File: config.mk
export PLATFORM = sky130hd
export DESIGN_NAME = nio_ports
export DESIGN_NICKNAME = d
export VERILOG_FILES = /design/src/nio_pkg.sv /design/src/nio_sync_if.sv /design/src/nio_ports.sv /design/src/nio_pin_sync.sv
export VERILOG_INCLUDE_DIRS = /design/src
export SDC_FILE = /design/constraint.sdc
export NUM_CORES = 1
export LEC_CHECK = 0
export BUFFER_PORTS_ARGS = -buffer_cell sky130_fd_sc_hd__buf_2
export CAP_MARGIN = 5
export CORE_ASPECT_RATIO = 1.25
export CORE_MARGIN = 2
export CORE_UTILIZATION = 55
export DETAILED_ROUTE_END_ITERATION = 10
export PLACE_DENSITY_LB_ADDON = 0.2
export SLEW_MARGIN = 20
export SYNTH_ARGS = -nofsm -noshare
export SYNTH_HDL_FRONTEND = slang
export SYNTH_HIERARCHICAL = 1
export SYNTH_SLANG_ARGS = --single-unit
export TNS_END_PERCENT = 30
File: constraint.sdc
create_clock -name clk_i -period 3.9 [get_ports clk_i]
set_input_delay 0.78 -clock clk_i [delete_from_list [all_inputs] [get_ports clk_i]]
set_output_delay 0.78 -clock clk_i [all_outputs]
set_load 0.01 [all_outputs]
File: src/nio_defs.svh
`ifndef NIO_DEFS_SVH
`define NIO_DEFS_SVH

// bidir ports: index 0 primary, 1 second, 2 third, 3 narrow
// port data at idx*0x10, direction +0x4, open-drain +0x8
`define NIO_A_DATA 2'h0
`define NIO_A_DIR 2'h1
`define NIO_A_OD 2'h2
`define NIO_A_IN_DATA 12'h040
`define NIO_A_IN_PU 12'h044
`define NIO_A_OUT_PORT 12'h048
`define NIO_A_PU_GRP 12'h04c
`define NIO_A_WIDE 12'h050
`define NIO_A_ALT 12'h054
`define NIO_A_EDGE 12'h058
`define NIO_A_PEND 12'h05c
`define NIO_A_BIT_PAGE 4'h1

// alternate function register fields
`define NIO_ALT_SIO 0
`define NIO_ALT_BUZ 1
`define NIO_ALT_RATE_LO 2

// pending flag positions
`define NIO_EV_EXT_A 4
`define NIO_EV_EXT_B 5
`define NIO_EV_QUASI 6
`define NIO_EV_BOTH 7

`define NIO_RST_OUT_PORT 8'hff
`define NIO_NARROW_MASK 4'h7

`define NIO_CLK_HZ 40000000
`define NIO_BUZ_MAX_HZ 16000
`define NIO_PRE_W 11
`define NIO_SYNC_W 19

`endif

File: src/nio_pkg.sv
package nio_pkg;

  typedef logic [3:0][3:0] nio_nib4_t;

  typedef struct packed {
    nio_nib4_t lat;
    nio_nib4_t dir;
    nio_nib4_t od;
    nio_nib4_t pin_out;
    nio_nib4_t pin_oe;
    nio_nib4_t pin_pu;
    logic [3:0] pu_grp;
    logic [3:0] in_pu;
    logic [7:0] out_port;
    logic [3:0] alt;
    logic [6:0] pol;
    logic [7:0] pend;
    logic [10:0] pre;
    logic [3:0] buz_cnt;
    logic sio_din;
    logic pready;
    logic pslverr;
    logic [31:0] prdata;
  } nio_state_s;

  typedef struct packed {
    logic [18:0] s1;
    logic [18:0] s2;
    logic [18:0] s3;
    logic [1:0] fill;
  } nio_sync_s;

endpackage

File: src/nio_sync_if.sv
`timescale 1ns/1ps
`default_nettype none
interface nio_sync_if;
  logic [18:0] raw;
  logic [18:0] lvl;
  logic [18:0] rise;
  logic [18:0] fall;
  modport sync (input raw, output lvl, output rise, output fall);
  modport user (output raw, input lvl, input rise, input fall);
endinterface
`default_nettype wire

File: src/nio_ports.sv
`timescale 1ns/1ps
`default_nettype none
`include "nio_defs.svh"
module nio_ports
  import nio_pkg::*;
(
  input wire logic clk_i,
  input wire logic reset_i,
  input wire logic psel_i,
  input wire logic penable_i,
  input wire logic pwrite_i,
  input wire logic [11:0] paddr_i,
  input wire logic [31:0] pwdata_i,
  output logic [31:0] prdata_o,
  output logic pready_o,
  output logic pslverr_o,
  input wire logic [3:0] primary_bidir_port_in_i,
  output logic [3:0] primary_bidir_port_out_o,
  output logic [3:0] primary_bidir_port_oe_o,
  output logic [3:0] primary_bidir_port_pu_o,
  input wire logic [3:0] second_bidir_port_in_i,
  output logic [3:0] second_bidir_port_out_o,
  output logic [3:0] second_bidir_port_oe_o,
  output logic [3:0] second_bidir_port_pu_o,
  input wire logic [3:0] third_bidir_port_in_i,
  output logic [3:0] third_bidir_port_out_o,
  output logic [3:0] third_bidir_port_oe_o,
  output logic [3:0] third_bidir_port_pu_o,
  input wire logic [2:0] narrow_bidir_port_in_i,
  output logic [2:0] narrow_bidir_port_out_o,
  output logic [2:0] narrow_bidir_port_oe_o,
  output logic [2:0] narrow_bidir_port_pu_o,
  input wire logic [3:0] input_only_port_i,
  output logic [3:0] input_only_port_pu_o,
  output logic [7:0] output_only_port_o,
  input wire logic sio_clk_i,
  input wire logic sio_clk_oe_i,
  input wire logic sio_dout_i,
  output logic sio_din_o,
  output logic [6:0] irq_req_o
);

  localparam int PRE_CYC = `NIO_CLK_HZ / (2 * `NIO_BUZ_MAX_HZ);
  localparam logic [`NIO_PRE_W-1:0] PRE_LAST = `NIO_PRE_W'(PRE_CYC - 1);

  nio_state_s st_q;
  nio_state_s st_d;
  nio_sync_if sy ();

  logic [3:0][3:0] pin;
  logic [3:0][3:0] view;
  logic [3:0][3:0] mask;
  logic [3:0] in_pins;
  logic [7:0] ev;
  logic [7:0] clr;
  logic [31:0] rd;
  logic err;
  logic wr;
  logic setup;
  logic tick;
  logic buzzer_tone_out;
  logic [2:0] pn;
  logic [2:0] bn;
  logic [1:0] k;
  logic [3:0] val;
  logic [3:0] en;

  assign sy.raw = {narrow_bidir_port_in_i, third_bidir_port_in_i, second_bidir_port_in_i,
                   input_only_port_i, primary_bidir_port_in_i};

  nio_pin_sync u_sync (
    .clk_i(clk_i),
    .reset_i(reset_i),
    .sy(sy)
  );

  always_comb begin
    st_d = st_q;
    pin[0] = sy.lvl[3:0];
    pin[1] = sy.lvl[11:8];
    pin[2] = sy.lvl[15:12];
    pin[3] = {1'b0, sy.lvl[18:16]};
    in_pins = sy.lvl[7:4];
    mask = {`NIO_NARROW_MASK, 4'hf, 4'hf, 4'hf};
    for (int i = 0; i < 4; i++) begin
      view[i] = (st_q.dir[i] & st_q.lat[i]) | (~st_q.dir[i] & pin[i]);
    end

    // buzzer: 32 kHz enable, counter bits give 16/8/4/2 kHz
    tick = (st_q.pre == PRE_LAST);
    st_d.pre = tick ? '0 : st_q.pre + 1'b1;
    if (tick) begin
      st_d.buz_cnt = st_q.buz_cnt + 4'h1;
    end
    buzzer_tone_out = st_q.buz_cnt[2'h3 - st_q.alt[`NIO_ALT_RATE_LO +: 2]];

    // edge events from synchronised pins
    ev[3:0] = (st_q.pol[3:0] & sy.rise[3:0]) | (~st_q.pol[3:0] & sy.fall[3:0]);
    ev[4] = st_q.pol[4] ? sy.rise[4] : sy.fall[4];
    ev[5] = st_q.pol[5] ? sy.rise[5] : sy.fall[5];
    ev[6] = st_q.pol[6] ? sy.rise[6] : sy.fall[6];
    ev[7] = sy.rise[7] | sy.fall[7];

    // apb: setup cycle registers answer, access edge commits write
    setup = psel_i & ~penable_i;
    wr = psel_i & penable_i & st_q.pready & pwrite_i;
    st_d.pready = setup;
    rd = '0;
    err = 1'b0;
    clr = '0;
    pn = paddr_i[7:5];
    bn = paddr_i[4:2];
    k = (pn == 3'h0) ? 2'h0 : 2'(pn - 3'h1);
    if (paddr_i[11:6] == 6'h0 && paddr_i[3:2] != 2'h3) begin
      if (paddr_i[3:2] == `NIO_A_DATA) begin
        rd[3:0] = view[paddr_i[5:4]];
        if (wr) begin
          st_d.lat[paddr_i[5:4]] = pwdata_i[3:0] & mask[paddr_i[5:4]];
        end
      end else if (paddr_i[3:2] == `NIO_A_DIR) begin
        rd[3:0] = st_q.dir[paddr_i[5:4]];
        if (wr) begin
          st_d.dir[paddr_i[5:4]] = pwdata_i[3:0] & mask[paddr_i[5:4]];
        end
      end else begin
        rd[3:0] = st_q.od[paddr_i[5:4]];
        if (wr) begin
          st_d.od[paddr_i[5:4]] = pwdata_i[3:0] & mask[paddr_i[5:4]];
        end
      end
    end else if (paddr_i == `NIO_A_IN_DATA) begin
      rd[3:0] = in_pins;
    end else if (paddr_i == `NIO_A_IN_PU) begin
      rd[3:0] = st_q.in_pu;
      if (wr) begin
        st_d.in_pu = pwdata_i[3:0];
      end
    end else if (paddr_i == `NIO_A_OUT_PORT) begin
      rd[7:0] = st_q.out_port;
      if (wr) begin
        st_d.out_port = pwdata_i[7:0];
      end
    end else if (paddr_i == `NIO_A_PU_GRP) begin
      rd[3:0] = st_q.pu_grp;
      if (wr) begin
        st_d.pu_grp = pwdata_i[3:0];
      end
    end else if (paddr_i == `NIO_A_WIDE) begin
      rd[7:0] = {view[2], view[1]};
      if (wr) begin
        st_d.lat[1] = pwdata_i[3:0];
        st_d.lat[2] = pwdata_i[7:4];
      end
    end else if (paddr_i == `NIO_A_ALT) begin
      rd[3:0] = st_q.alt;
      if (wr) begin
        st_d.alt = pwdata_i[3:0];
      end
    end else if (paddr_i == `NIO_A_EDGE) begin
      rd[6:0] = st_q.pol;
      if (wr) begin
        st_d.pol = pwdata_i[6:0];
      end
    end else if (paddr_i == `NIO_A_PEND) begin
      rd[7:0] = st_q.pend;
      if (wr) begin
        clr = pwdata_i[7:0];
      end
    end else if (paddr_i[11:8] == `NIO_A_BIT_PAGE) begin
      if (pn == 3'h1) begin
        err = bn[2];
        rd[0] = in_pins[bn[1:0]];
      end else if (pn == 3'h5) begin
        rd[0] = st_q.out_port[bn];
        if (wr) begin
          st_d.out_port[bn] = pwdata_i[0];
        end
      end else if (pn < 3'h5) begin
        err = bn[2] | ~mask[k][bn[1:0]];
        rd[0] = view[k][bn[1:0]];
        if (wr && !err) begin
          st_d.lat[k][bn[1:0]] = pwdata_i[0];
        end
      end else begin
        err = 1'b1;
      end
    end else begin
      err = 1'b1;
    end
    st_d.prdata = setup ? rd : '0;
    st_d.pslverr = setup & err;
    st_d.pend = (st_q.pend & ~clr) | ev;

    // pin drivers, alternate functions on the primary port
    for (int i = 0; i < 4; i++) begin
      val = st_q.lat[i];
      en = st_q.dir[i];
      if (i == 0 && st_q.alt[`NIO_ALT_SIO]) begin
        val[1:0] = {sio_dout_i, sio_clk_i};
        en[2:0] = {1'b0, 1'b1, sio_clk_oe_i};
      end
      if (i == 0 && st_q.alt[`NIO_ALT_BUZ]) begin
        val[3] = buzzer_tone_out;
        en[3] = 1'b1;
      end
      st_d.pin_out[i] = val & mask[i];
      st_d.pin_oe[i] = en & (~st_q.od[i] | ~val) & mask[i];
      // pull-up off on any pin set as output, even when an alternate function releases it
      st_d.pin_pu[i] = {4{st_q.pu_grp[i]}} & ~(en | st_q.dir[i]) & mask[i];
    end
    st_d.sio_din = pin[0][2];
  end

  always_ff @(posedge clk_i) begin
    if (reset_i) begin
      st_q <= '0;
      st_q.out_port <= `NIO_RST_OUT_PORT;
    end else begin
      st_q <= st_d;
    end
  end

  assign prdata_o = st_q.prdata;
  assign pready_o = st_q.pready;
  assign pslverr_o = st_q.pslverr;
  assign primary_bidir_port_out_o = st_q.pin_out[0];
  assign primary_bidir_port_oe_o = st_q.pin_oe[0];
  assign primary_bidir_port_pu_o = st_q.pin_pu[0];
  assign second_bidir_port_out_o = st_q.pin_out[1];
  assign second_bidir_port_oe_o = st_q.pin_oe[1];
  assign second_bidir_port_pu_o = st_q.pin_pu[1];
  assign third_bidir_port_out_o = st_q.pin_out[2];
  assign third_bidir_port_oe_o = st_q.pin_oe[2];
  assign third_bidir_port_pu_o = st_q.pin_pu[2];
  assign narrow_bidir_port_out_o = st_q.pin_out[3][2:0];
  assign narrow_bidir_port_oe_o = st_q.pin_oe[3][2:0];
  assign narrow_bidir_port_pu_o = st_q.pin_pu[3][2:0];
  assign input_only_port_pu_o = st_q.in_pu;
  assign output_only_port_o = st_q.out_port;
  assign sio_din_o = st_q.sio_din;
  assign irq_req_o = {st_q.pend[`NIO_EV_BOTH], st_q.pend[5:0]};
endmodule
`default_nettype wire

File: src/nio_pin_sync.sv
`timescale 1ns/1ps
`default_nettype none
module nio_pin_sync
  import nio_pkg::*;
(
  input wire logic clk_i,
  input wire logic reset_i,
  nio_sync_if.sync sy
);

  nio_sync_s st_q;
  nio_sync_s st_d;

  always_comb begin
    st_d = st_q;
    st_d.s1 = sy.raw;
    st_d.s2 = st_q.s1;
    st_d.s3 = st_q.s2;
    if (st_q.fill != 2'h3) begin
      st_d.fill = st_q.fill + 2'h1;
    end
  end

  always_ff @(posedge clk_i) begin
    if (reset_i) begin
      st_q <= '0;
    end else begin
      st_q <= st_d;
    end
  end

  // edges only once the chain holds real samples
  assign sy.lvl = st_q.s2;
  assign sy.rise = (st_q.fill == 2'h3) ? (st_q.s2 & ~st_q.s3) : '0;
  assign sy.fall = (st_q.fill == 2'h3) ? (~st_q.s2 & st_q.s3) : '0;

endmodule
`default_nettype wire

# Word-level counts from Yosys, hierarchy flattened
# Cells that the tools add are included.
# Widths: inputs -> output; s select.
[word_totals] register_bits=226 input_bits=71 out_inout_bits=99
[classes] add_sub_neg=5 magnitude_cmp=10 n_eq_ne=42 muxes=124 n_bitwise=75 n_reduce_logical=30
[op_table] operator="$mux 16" n=15
[op_table] operator="$mux 8" n=24
[op_table] operator="$eq 12x7->1 const B" n=8
[op_table] operator="$mux 4" n=21
[op_table] operator="$and 4x4->4" n=16
[op_table] operator="$bwmux 16" n=4
[op_table] operator="$mux 7" n=8
[op_table] operator="$not 4->4" n=14
[op_table] operator="$bmux 4 s2" n=6
[op_table] operator="$or 4x4->4" n=11
[op_table] operator="$ne 2x2->1 const B" n=20
[op_table] operator="$mux 19" n=2
[op_table] operator="$mux 1" n=31
[op_table] operator="$reduce_and 15->1" n=2
[op_table] operator="$and 8x8->8" n=3
[op_table] operator="$not 8->8" n=3
[op_table] operator="$demux 4 s2" n=2
[op_table] operator="$ne 3x3->1 const B" n=5
[op_table] operator="$reduce_and 13->1" n=1
[op_table] operator="$lt 2x3->1 const B" n=4
[op_table] operator="$not 1->1" n=12
[op_table] operator="$reduce_and 4->1" n=3
[op_table] operator="$add 11x1->11 const B" n=1
[op_table] operator="$eq 11x11->1 const B" n=1
[op_table] operator="42 further kinds" n=69

# Longest topological paths before layout
# Gate-level depths: netlist of the first run.
[depth] depth_word=24 ltp_mapped=9

# Cells and area by module
# The synthesis of the first run kept the hierarchy.
[modules_own_cells] mod="nio_ports" instances=1 cells_each=912 area_per_inst_um2=8036.5
[modules_own_cells] mod="nio_pin_sync" instances=1 cells_each=208 area_per_inst_um2=2113.3

# Least setup slack after synthesis of the first run
# No wires, ideal clock.
[synth_path] path_type="input to register" from="input paddr_i[5]" to="register st_q (netlist bit prdata_o[0])" setup_ps=133 arrival_ps=2404 setup_slack_ps=1363 stages=8 cell_sequence="clkbuf_1 -> buf_1 -> buf_1 -> mux4_2 -> nor2_1 -> nor2_1 -> a31oi_1 -> o221ai_1"
[synth_via] elab_chain_len=19
[synth_lines] element="start, declared" line="nio_ports.sv:12" rtl="input wire logic [11:0] paddr_i,"
[synth_lines] element="$sub 2x1->2 / $logic_not 3->1 (equally long branches)" line="nio_ports.sv:113" rtl="k = (pn == 3'h0) ? 2'h0 : 2'(pn - 3'h1);"
[synth_lines] element="$mux 2" line="nio_ports.sv:113"
[synth_lines] element="$bmux 4 s2" line="nio_ports.sv:180" rtl="rd[0] = view[k][bn[1:0]];"
[synth_lines] element="$mux 4 (not written as such)" line="nio_ports.sv:180"
[synth_lines] element="$bmux 1 s2" line="nio_ports.sv:180"
[synth_lines] element="$mux 1 (not written as such)" line="nio_ports.sv:180"
[synth_lines] element="$mux 1" line="nio_ports.sv:178" rtl="end else if (pn < 3'h5) begin"
[synth_lines] element="$mux 1" line="nio_ports.sv:173" rtl="end else if (pn == 3'h5) begin"
[synth_lines] element="[3 not listed]"
[synth_lines] element="$mux 7" line="nio_ports.sv:159" rtl="end else if (paddr_i == `NIO_A_EDGE) begin"
[synth_lines] element="$mux 4" line="nio_ports.sv:154" rtl="end else if (paddr_i == `NIO_A_ALT) begin"
[synth_lines] element="$mux 8" line="nio_ports.sv:148" rtl="end else if (paddr_i == `NIO_A_WIDE) begin"
[synth_lines] element="$mux 4" line="nio_ports.sv:143" rtl="end else if (paddr_i == `NIO_A_PU_GRP) begin"
[synth_lines] element="$mux 8" line="nio_ports.sv:138" rtl="end else if (paddr_i == `NIO_A_OUT_PORT) begin"
[synth_lines] element="$mux 4" line="nio_ports.sv:133" rtl="end else if (paddr_i == `NIO_A_IN_PU) begin"
[synth_lines] element="$mux 4" line="nio_ports.sv:131" rtl="end else if (paddr_i == `NIO_A_IN_DATA) begin"
[synth_lines] element="$mux 4 *" line="nio_ports.sv:114" rtl="if (paddr_i[11:6] == 6'h0 && paddr_i[3:2] != 2'h3) begin"
[synth_lines] element="end signal, assigned" line="nio_ports.sv:219" rtl="st_q <= st_d;"
[synth_lines] element="end, declared" line="nio_ports.sv:46" rtl="nio_state_s st_q;"
# Mark *: on every way between the ends. The rest lies on a longest branch, timed or not. The select of a mux whose other input is x is not followed.
# A chain may end at the register's enable or synchronous reset.

# Final worst setup path of the first run
[layout_path] from="input paddr_i[11]" to="register st_q[147] in the netlist's numbering"
[layout_via] elab_chain_len=3
[layout_lines] element="$logic_not 6->1" line="nio_ports.sv:114"
[layout_lines] element="$logic_and 1x1->1" line="nio_ports.sv:114"
[layout_lines] element="$reduce_and 4->1 (no line)"
# Every way passes these cells.

==> run_results.csv, run 1 <==
group,metric,value,unit
setup_path,crit_path_max_fanout,14,
clock_tree,cts_root_buffer,"clkbuf_16",
setup_path,criticalPathCategory,"in2reg",
grt,grt_pass1_wl,38.4,mm
setup_path,rr_worst_depth,6,
sta,slew-limit-headroom,50.6,%
min_path,hold_path.class,"reg2reg",
finish,antenna_cells,0,
setup_path,worst_setup_path_start_kind,"primary input",
power_and_ir_drop,p_seq_share,47.7,%
run_status,status,"complete, no violations",
grt,grt_max_degree,172,
setup_path,worst-r2r-setup-slack,1.73,ns
grt,antenna_found_initial,0,
logic_synthesis,synthCells,1065,
finish,drive_gt1_share,21.3,%
drt,drc,0,
drt,drtIter0Drc,720,
finish,final_common_cell,"dfxtp_1",
setup_path,r2r_start,"st_q[158]",
setup_path,critical_path_required,4.26,ns
grt,grt-ovfl-total,0,
place,gp_congestion,0.940,
power_and_ir_drop,vdd.ir_drop.worst,0.000451,V
logic_synthesis,syn_area,0.00968,mm^2
sta,setup_tns,0,ns
sta,skew,0.00925,ns
sta,worst_pin_slew,0.740,ns
drt,wl_per_cell,19.3,um
setup_path,cp_top_family,"simple AND/OR/NAND/NOR gates",
drt,antenna_left,0,
floorplan,die_h,152,um
sta,holdWs,0.428,ns
sta,rsz0062_at_grt,"false",
setup_path,slowest_stage,"and3_1",
clock_tree,clk_path_buf_depth,3,
min_path,holdPathEnd,"u_sync/sy.lvl[2]",
clock_tree,tritoncts,"done",
clock_tree,hold_buffers,0,
floorplan,ioPinCount,170,
setup_path,r2r-end,"prdata_o[0]",
power_and_ir_drop,clockPowerShare,46.1,%
setup_path,cpMostUsedCell,"nor2_1",
sta,setup_viol,0,
power_and_ir_drop,p_total,4.43,mW
power_and_ir_drop,power.internal,3.41,mW
finish,fillCellCount,1552,
drt,firstDrtPassIters,5,
flow_run,maxCapViolCount,0,
floorplan,die_x,123,um
clock_tree,clock-sinks,202,
setup_path,path_buf_inv,2,
sta,fin_crit_sh,68.2,%
clock_tree,insertion_delay,0.50,ns
drt,via_count,7531,
floorplan,initial_core_util,55.8,%
min_path,min_path_cells,1,
clock_tree,cts-buffers-inserted,21,
place,place_area,0.00966,mm^2
floorplan,rows,54,
finish,layout_common_cells,"202 x dfxtp_1, 126 x nor2_1, 120 x buf_2, 89 x nand2_1, 64 x nor2b_1",
sta,hold_viol,0,
floorplan,coreArea,0.0174,mm^2
setup_path,critPathArrivalTime,3.02,ns
place,io_buffers,121,
clock_tree,postCtsSetupRepairBufs,0,
setup_path,cpPeakStageDelay,0.59,ns
finish,design_area,0.0104,mm^2
sta,fmax,0.376,GHz
power_and_ir_drop,p_leak,4.23,nW
grt,grt_pass1_vias,6827,
power_and_ir_drop,p_comb_share,6.2,%
clock_tree,cts.clk_slew.worst_paths,0.06,ns
clock_tree,cts-resized-gates,0,
place,hpwlAfterDp,17.9,mm
power_and_ir_drop,p_switching,1.02,mW
drt,viasPerCell,5.74,
drt,detail_route.wirelength,25.4,mm
setup_path,path_cells,"buf_2, nor4_4, and3_1, nand3_1, buf_4, nor2_1, mux2i_1, nor2_1",
floorplan,die_area,0.0187,mm^2
sta,fin_crit,2.66,ns
power_and_ir_drop,swShare,23.1,%
power_and_ir_drop,cellPowerDensity,427,mW/mm^2
grt,grt_usage,26.5,%
min_path,min-delay-start,"u_sync/st_d[23]",
clock_tree,htreeDepth,1,
logic_synthesis,avgSynthCellArea,9.09,um^2
finish,fin_nets,1148,
finish,area_growth,7.19,%
sta,slew_viol_final,0,
setup_path,end_kind,"flip-flop",
logic_synthesis,yosys_warnings,6,
worst max-delay path by stage:
stage,start,to,cells after the start
CTS,paddr_i[11],st_q[134],8
global placement,paddr_i[11],st_q[136],8
finish,paddr_i[11],st_q[147],8
floorplan,paddr_i[5],prdata_o[0],8
detailed placement,paddr_i[11],st_q[134],8
global route,paddr_i[6],st_q[59],7
power by group through the flow:
stage               logic, mW  clock network [mW]  registers (mW)
floorplan               0.219                   0            2.15
global placement        0.267                   0            2.16
detailed placement      0.268                   0            2.16
CTS                     0.269                2.08            2.11
global route            0.293                2.16            2.11
finish                  0.274                2.04            2.11
layer usage:
metal / GRT usage, % / vias up / wire [um]
li1: - / 3542 / -
met1: 34.4 / 3538 / 10000
met2: 43.6 / 374 / 12300
met3: 3.56 / 77 / 1930
met4: 11.9 / 0 / 1160
met5: 0 / - / 0
final cells by class:
cell class	count	area, um^2	area share (%)
multi-input combinational	689	4510	43.4
sequential	202	4040	39.0
timing repair buffer	140	763	7.35
clock buffer	28	602	5.80
tap	224	280	2.70
clock inverter	10	115	1.11
inverter	18	67.6	0.651
stage by stage:
stage | cells | setup slack (ns) | utilization, %
after global routing | 1311 | 1.12 | 59.8
after detailed placement | 1273 | 0.751 | 55.6
after global placement | 1273 | 0.761 | 55.6
after CTS | 1311 | 1.27 | 59.8
final | 1311 | 1.24 | 59.8
after floorplan | 1088 | 1.36 | -
sequential cells by signal, summed over array words and instances (netlist names), 7 cells and up:
register,flops
u_sync/sy.lvl,19
u_sync/st_q,10
st_q,62
output_only_port_o,8
prdata_o,8
irq_req_o,7
u_sync/st_d,19
st_d,9
worst register-to-register path, delay by kind of cell (launching register included):
| family | cells | cell delay, ns |
|---|---|---|
| AOI/OAI and AO/OA | 4 | 0.65 |
| muxes | 2 | 0.92 |
| DFF | 1 | 0.45 |
Power figures use the tool's default switching activity.
==> run 2: changes to the inputs <==
==> constraint.sdc (replaced) <==
create_clock -name clk_i -period 2.5 [get_ports clk_i]
set_input_delay 0.5 -clock clk_i [delete_from_list [all_inputs] [get_ports clk_i]]
set_output_delay 0.5 -clock clk_i [all_outputs]
set_load 0.01 [all_outputs]
==> run_results.csv, run 2 (synthesis results as in run 1) <==
group,metric,value,unit
sta,hold_viol,0,
min_path,holdPathEnd,"primary_bidir_port_pu_o[0]",
place,dp_cells,1320,
run_status,status,"complete, no violations",
drt,drc,0,
clock_tree,tritoncts,"done",
setup_path,worst_setup_path_start_kind,"flip-flop",
setup_path,rr_worst_depth,6,
setup_path,end_kind,"flip-flop",
power_and_ir_drop,p_seq_share,47.8,%
finish,final_common_cell,"dfxtp_1",
floorplan,die_x,123,um
sta,worst_pin_slew,0.579,ns
sta,holdWs,0.182,ns
grt,grt-ovfl-total,0,
finish,largest_register_ffs,62,
drt,via_count,7625,
place,gp_congestion,0.952,
finish,drive_gt1_share,24.5,%
grt,antenna_found_initial,0,
finish,fin_nets,1194,
setup_path,crit_path_max_fanout,5,
min_path,min-delay-start,"sio_clk_oe_i",
drt,antenna_left,0,
drt,wl_per_cell,19.4,um
power_and_ir_drop,p_total,6.89,mW
floorplan,ioPinCount,170,
sta,fin_crit_sh,86.1,%
setup_path,critPathArrivalTime,2.51,ns
finish,largest-register,"st_q",
min_path,min_path_cells,2,
grt,grt_pass1_wl,40.3,mm
finish,regArea,0.00404,mm^2
setup_path,path_depth,6,
drt,viasPerCell,5.62,
floorplan,coreArea,0.0174,mm^2
power_and_ir_drop,p_comb_share,6.8,%
sta,skew,0.0173,ns
setup_path,criticalPathCategory,"reg2reg",
power_and_ir_drop,swShare,23.7,%
finish,fillCellCount,1511,
power_and_ir_drop,vdd.ir_drop.worst,0.000479,V
finish,layout_common_cells,"202 x dfxtp_1, 126 x nor2_1, 120 x buf_2, 89 x nand2_1, 66 x buf_4",
setup_path,cpPeakStageDelay,0.48,ns
floorplan,die_area,0.0187,mm^2
grt,grtUsageMet3,5.50,%
clock_tree,postCtsSetupRepairBufs,0,
drt,drtIter0Drc,700,
sta,fin_crit,2.15,ns
sta,slew-limit-headroom,61.4,%
place,io_buffers,121,
setup_path,path_cells,"mux2_2, mux4_2, o22ai_1, o32ai_1, a32oi_1, o221ai_1",
sta,rsz0062_at_grt,"false",
grt,top_usage_layer,"met2",
place,hpwlAfterDp,19.3,mm
clock_tree,htreeDepth,1,
finish,antenna_cells,0,
floorplan,die_h,152,um
sta,setup_viol,0,
clock_tree,clk_path_buf_depth,3,
power_and_ir_drop,power.internal,5.26,mW
floorplan,rows,54,
clock_tree,cts_root_buffer,"clkbuf_16",
sta,setup_tns,0,ns
grt,grt_usage,27.9,%
setup_path,path_buf_inv,0,
power_and_ir_drop,clockPowerShare,45.4,%
sta,slew_viol_final,0,
setup_path,worst-r2r-setup-slack,0.35,ns
grt,grt_util_met2,44.4,%
grt,met1_usage,36.2,%
setup_path,r2r_start,"st_q[158]",
setup_path,r2r-end,"prdata_o[0]",
drt,firstDrtPassIters,5,
clock_tree,cts-resized-gates,0,
clock_tree,cts-buffers-inserted,20,
finish,multi_input_area,0.00451,mm^2
min_path,hold_path.class,"in2reg",
clock_tree,hold_buffers,0,
sta,fmax,0.464,GHz
grt,grt_max_degree,128,
clock_tree,insertion_delay,0.52,ns
grt,grt_pass1_vias,7111,
place,dp_slack,0.0453,ns
power_and_ir_drop,p_leak,4.46,nW
setup_path,slowest_stage,"mux4_2",
setup_path,critical_path_required,2.86,ns
drt,detail_route.wirelength,26.4,mm
setup_path,cp_top_family,"multiplexers",
finish,area_growth,10.7,%
floorplan,initial_core_util,55.8,%
finish,stdcell_count,1356,
power_and_ir_drop,cellPowerDensity,643,mW/mm^2
clock_tree,clock-sinks,202,
sta,setup_ws,0.347,ns
flow_run,maxCapViolCount,0,
power_and_ir_drop,p_switching,1.63,mW
clock_tree,cts.clk_slew.worst_paths,0.06,ns
[run 2: cell types whose count changed in the layout (fill, tap and decap cells not counted), sizes merged]
cell and change:
clkinvlp -2, buf +47, clkbuf -3, clkinv +3
[run 2: routing by layer]
metal  vias to the layer above  wire [um]
met5                         -          0
met1                      3537      10500
li1                       3651          -
met3                        89       2240
met4                         0       1250
met2                       348      12400
[run 2: power groups by stage]
stage / registers (mW) / clock network [mW] / logic (mW)
detailed placement: 3.36 / 0 / 0.455
floorplan: 3.36 / 0 / 0.342
global placement: 3.36 / 0 / 0.452
finish: 3.29 / 3.13 / 0.466
global route: 3.30 / 3.33 / 0.499
CTS: 3.29 / 3.18 / 0.457
[run 2: final cells by class]
class | instances | share of cell area [%]
well taps | 224 | 2.62
clock inverters | 11 | 1.34
multi-input cells | 689 | 42.0
repair buffers | 187 | 10.4
flip-flops and latches | 202 | 37.7
clock buffers | 25 | 5.22
inverters | 18 | 0.630
[run 2: stage by stage]
stage	utilization [%]	instance area, um^2
2_1_floorplan	-	9770
3_3_place_gp	57.7	10000
3_5_place_dp	57.7	10000
4_1_cts	61.7	10700
5_1_grt	61.7	10700
6_report	61.7	10700
[run 2: worst max-delay path by stage]
stage / from / to
final: st_q[158] / prdata_o[0]
after global routing: st_q[158] / prdata_o[0]
after CTS: st_q[158] / prdata_o[0]
after detailed placement: paddr_i[7] / output_only_port_o[2]
after global placement: paddr_i[7] / output_only_port_o[6]
after floorplan: paddr_i[5] / prdata_o[0]
[run 2: worst reg2reg max path, delay by kind of cell, from the launching register on]
kind               cells  cell delay, ns
DFF                    1            0.44
AOI/OAI and AO/OA      4            0.65
muxes                  2            0.91
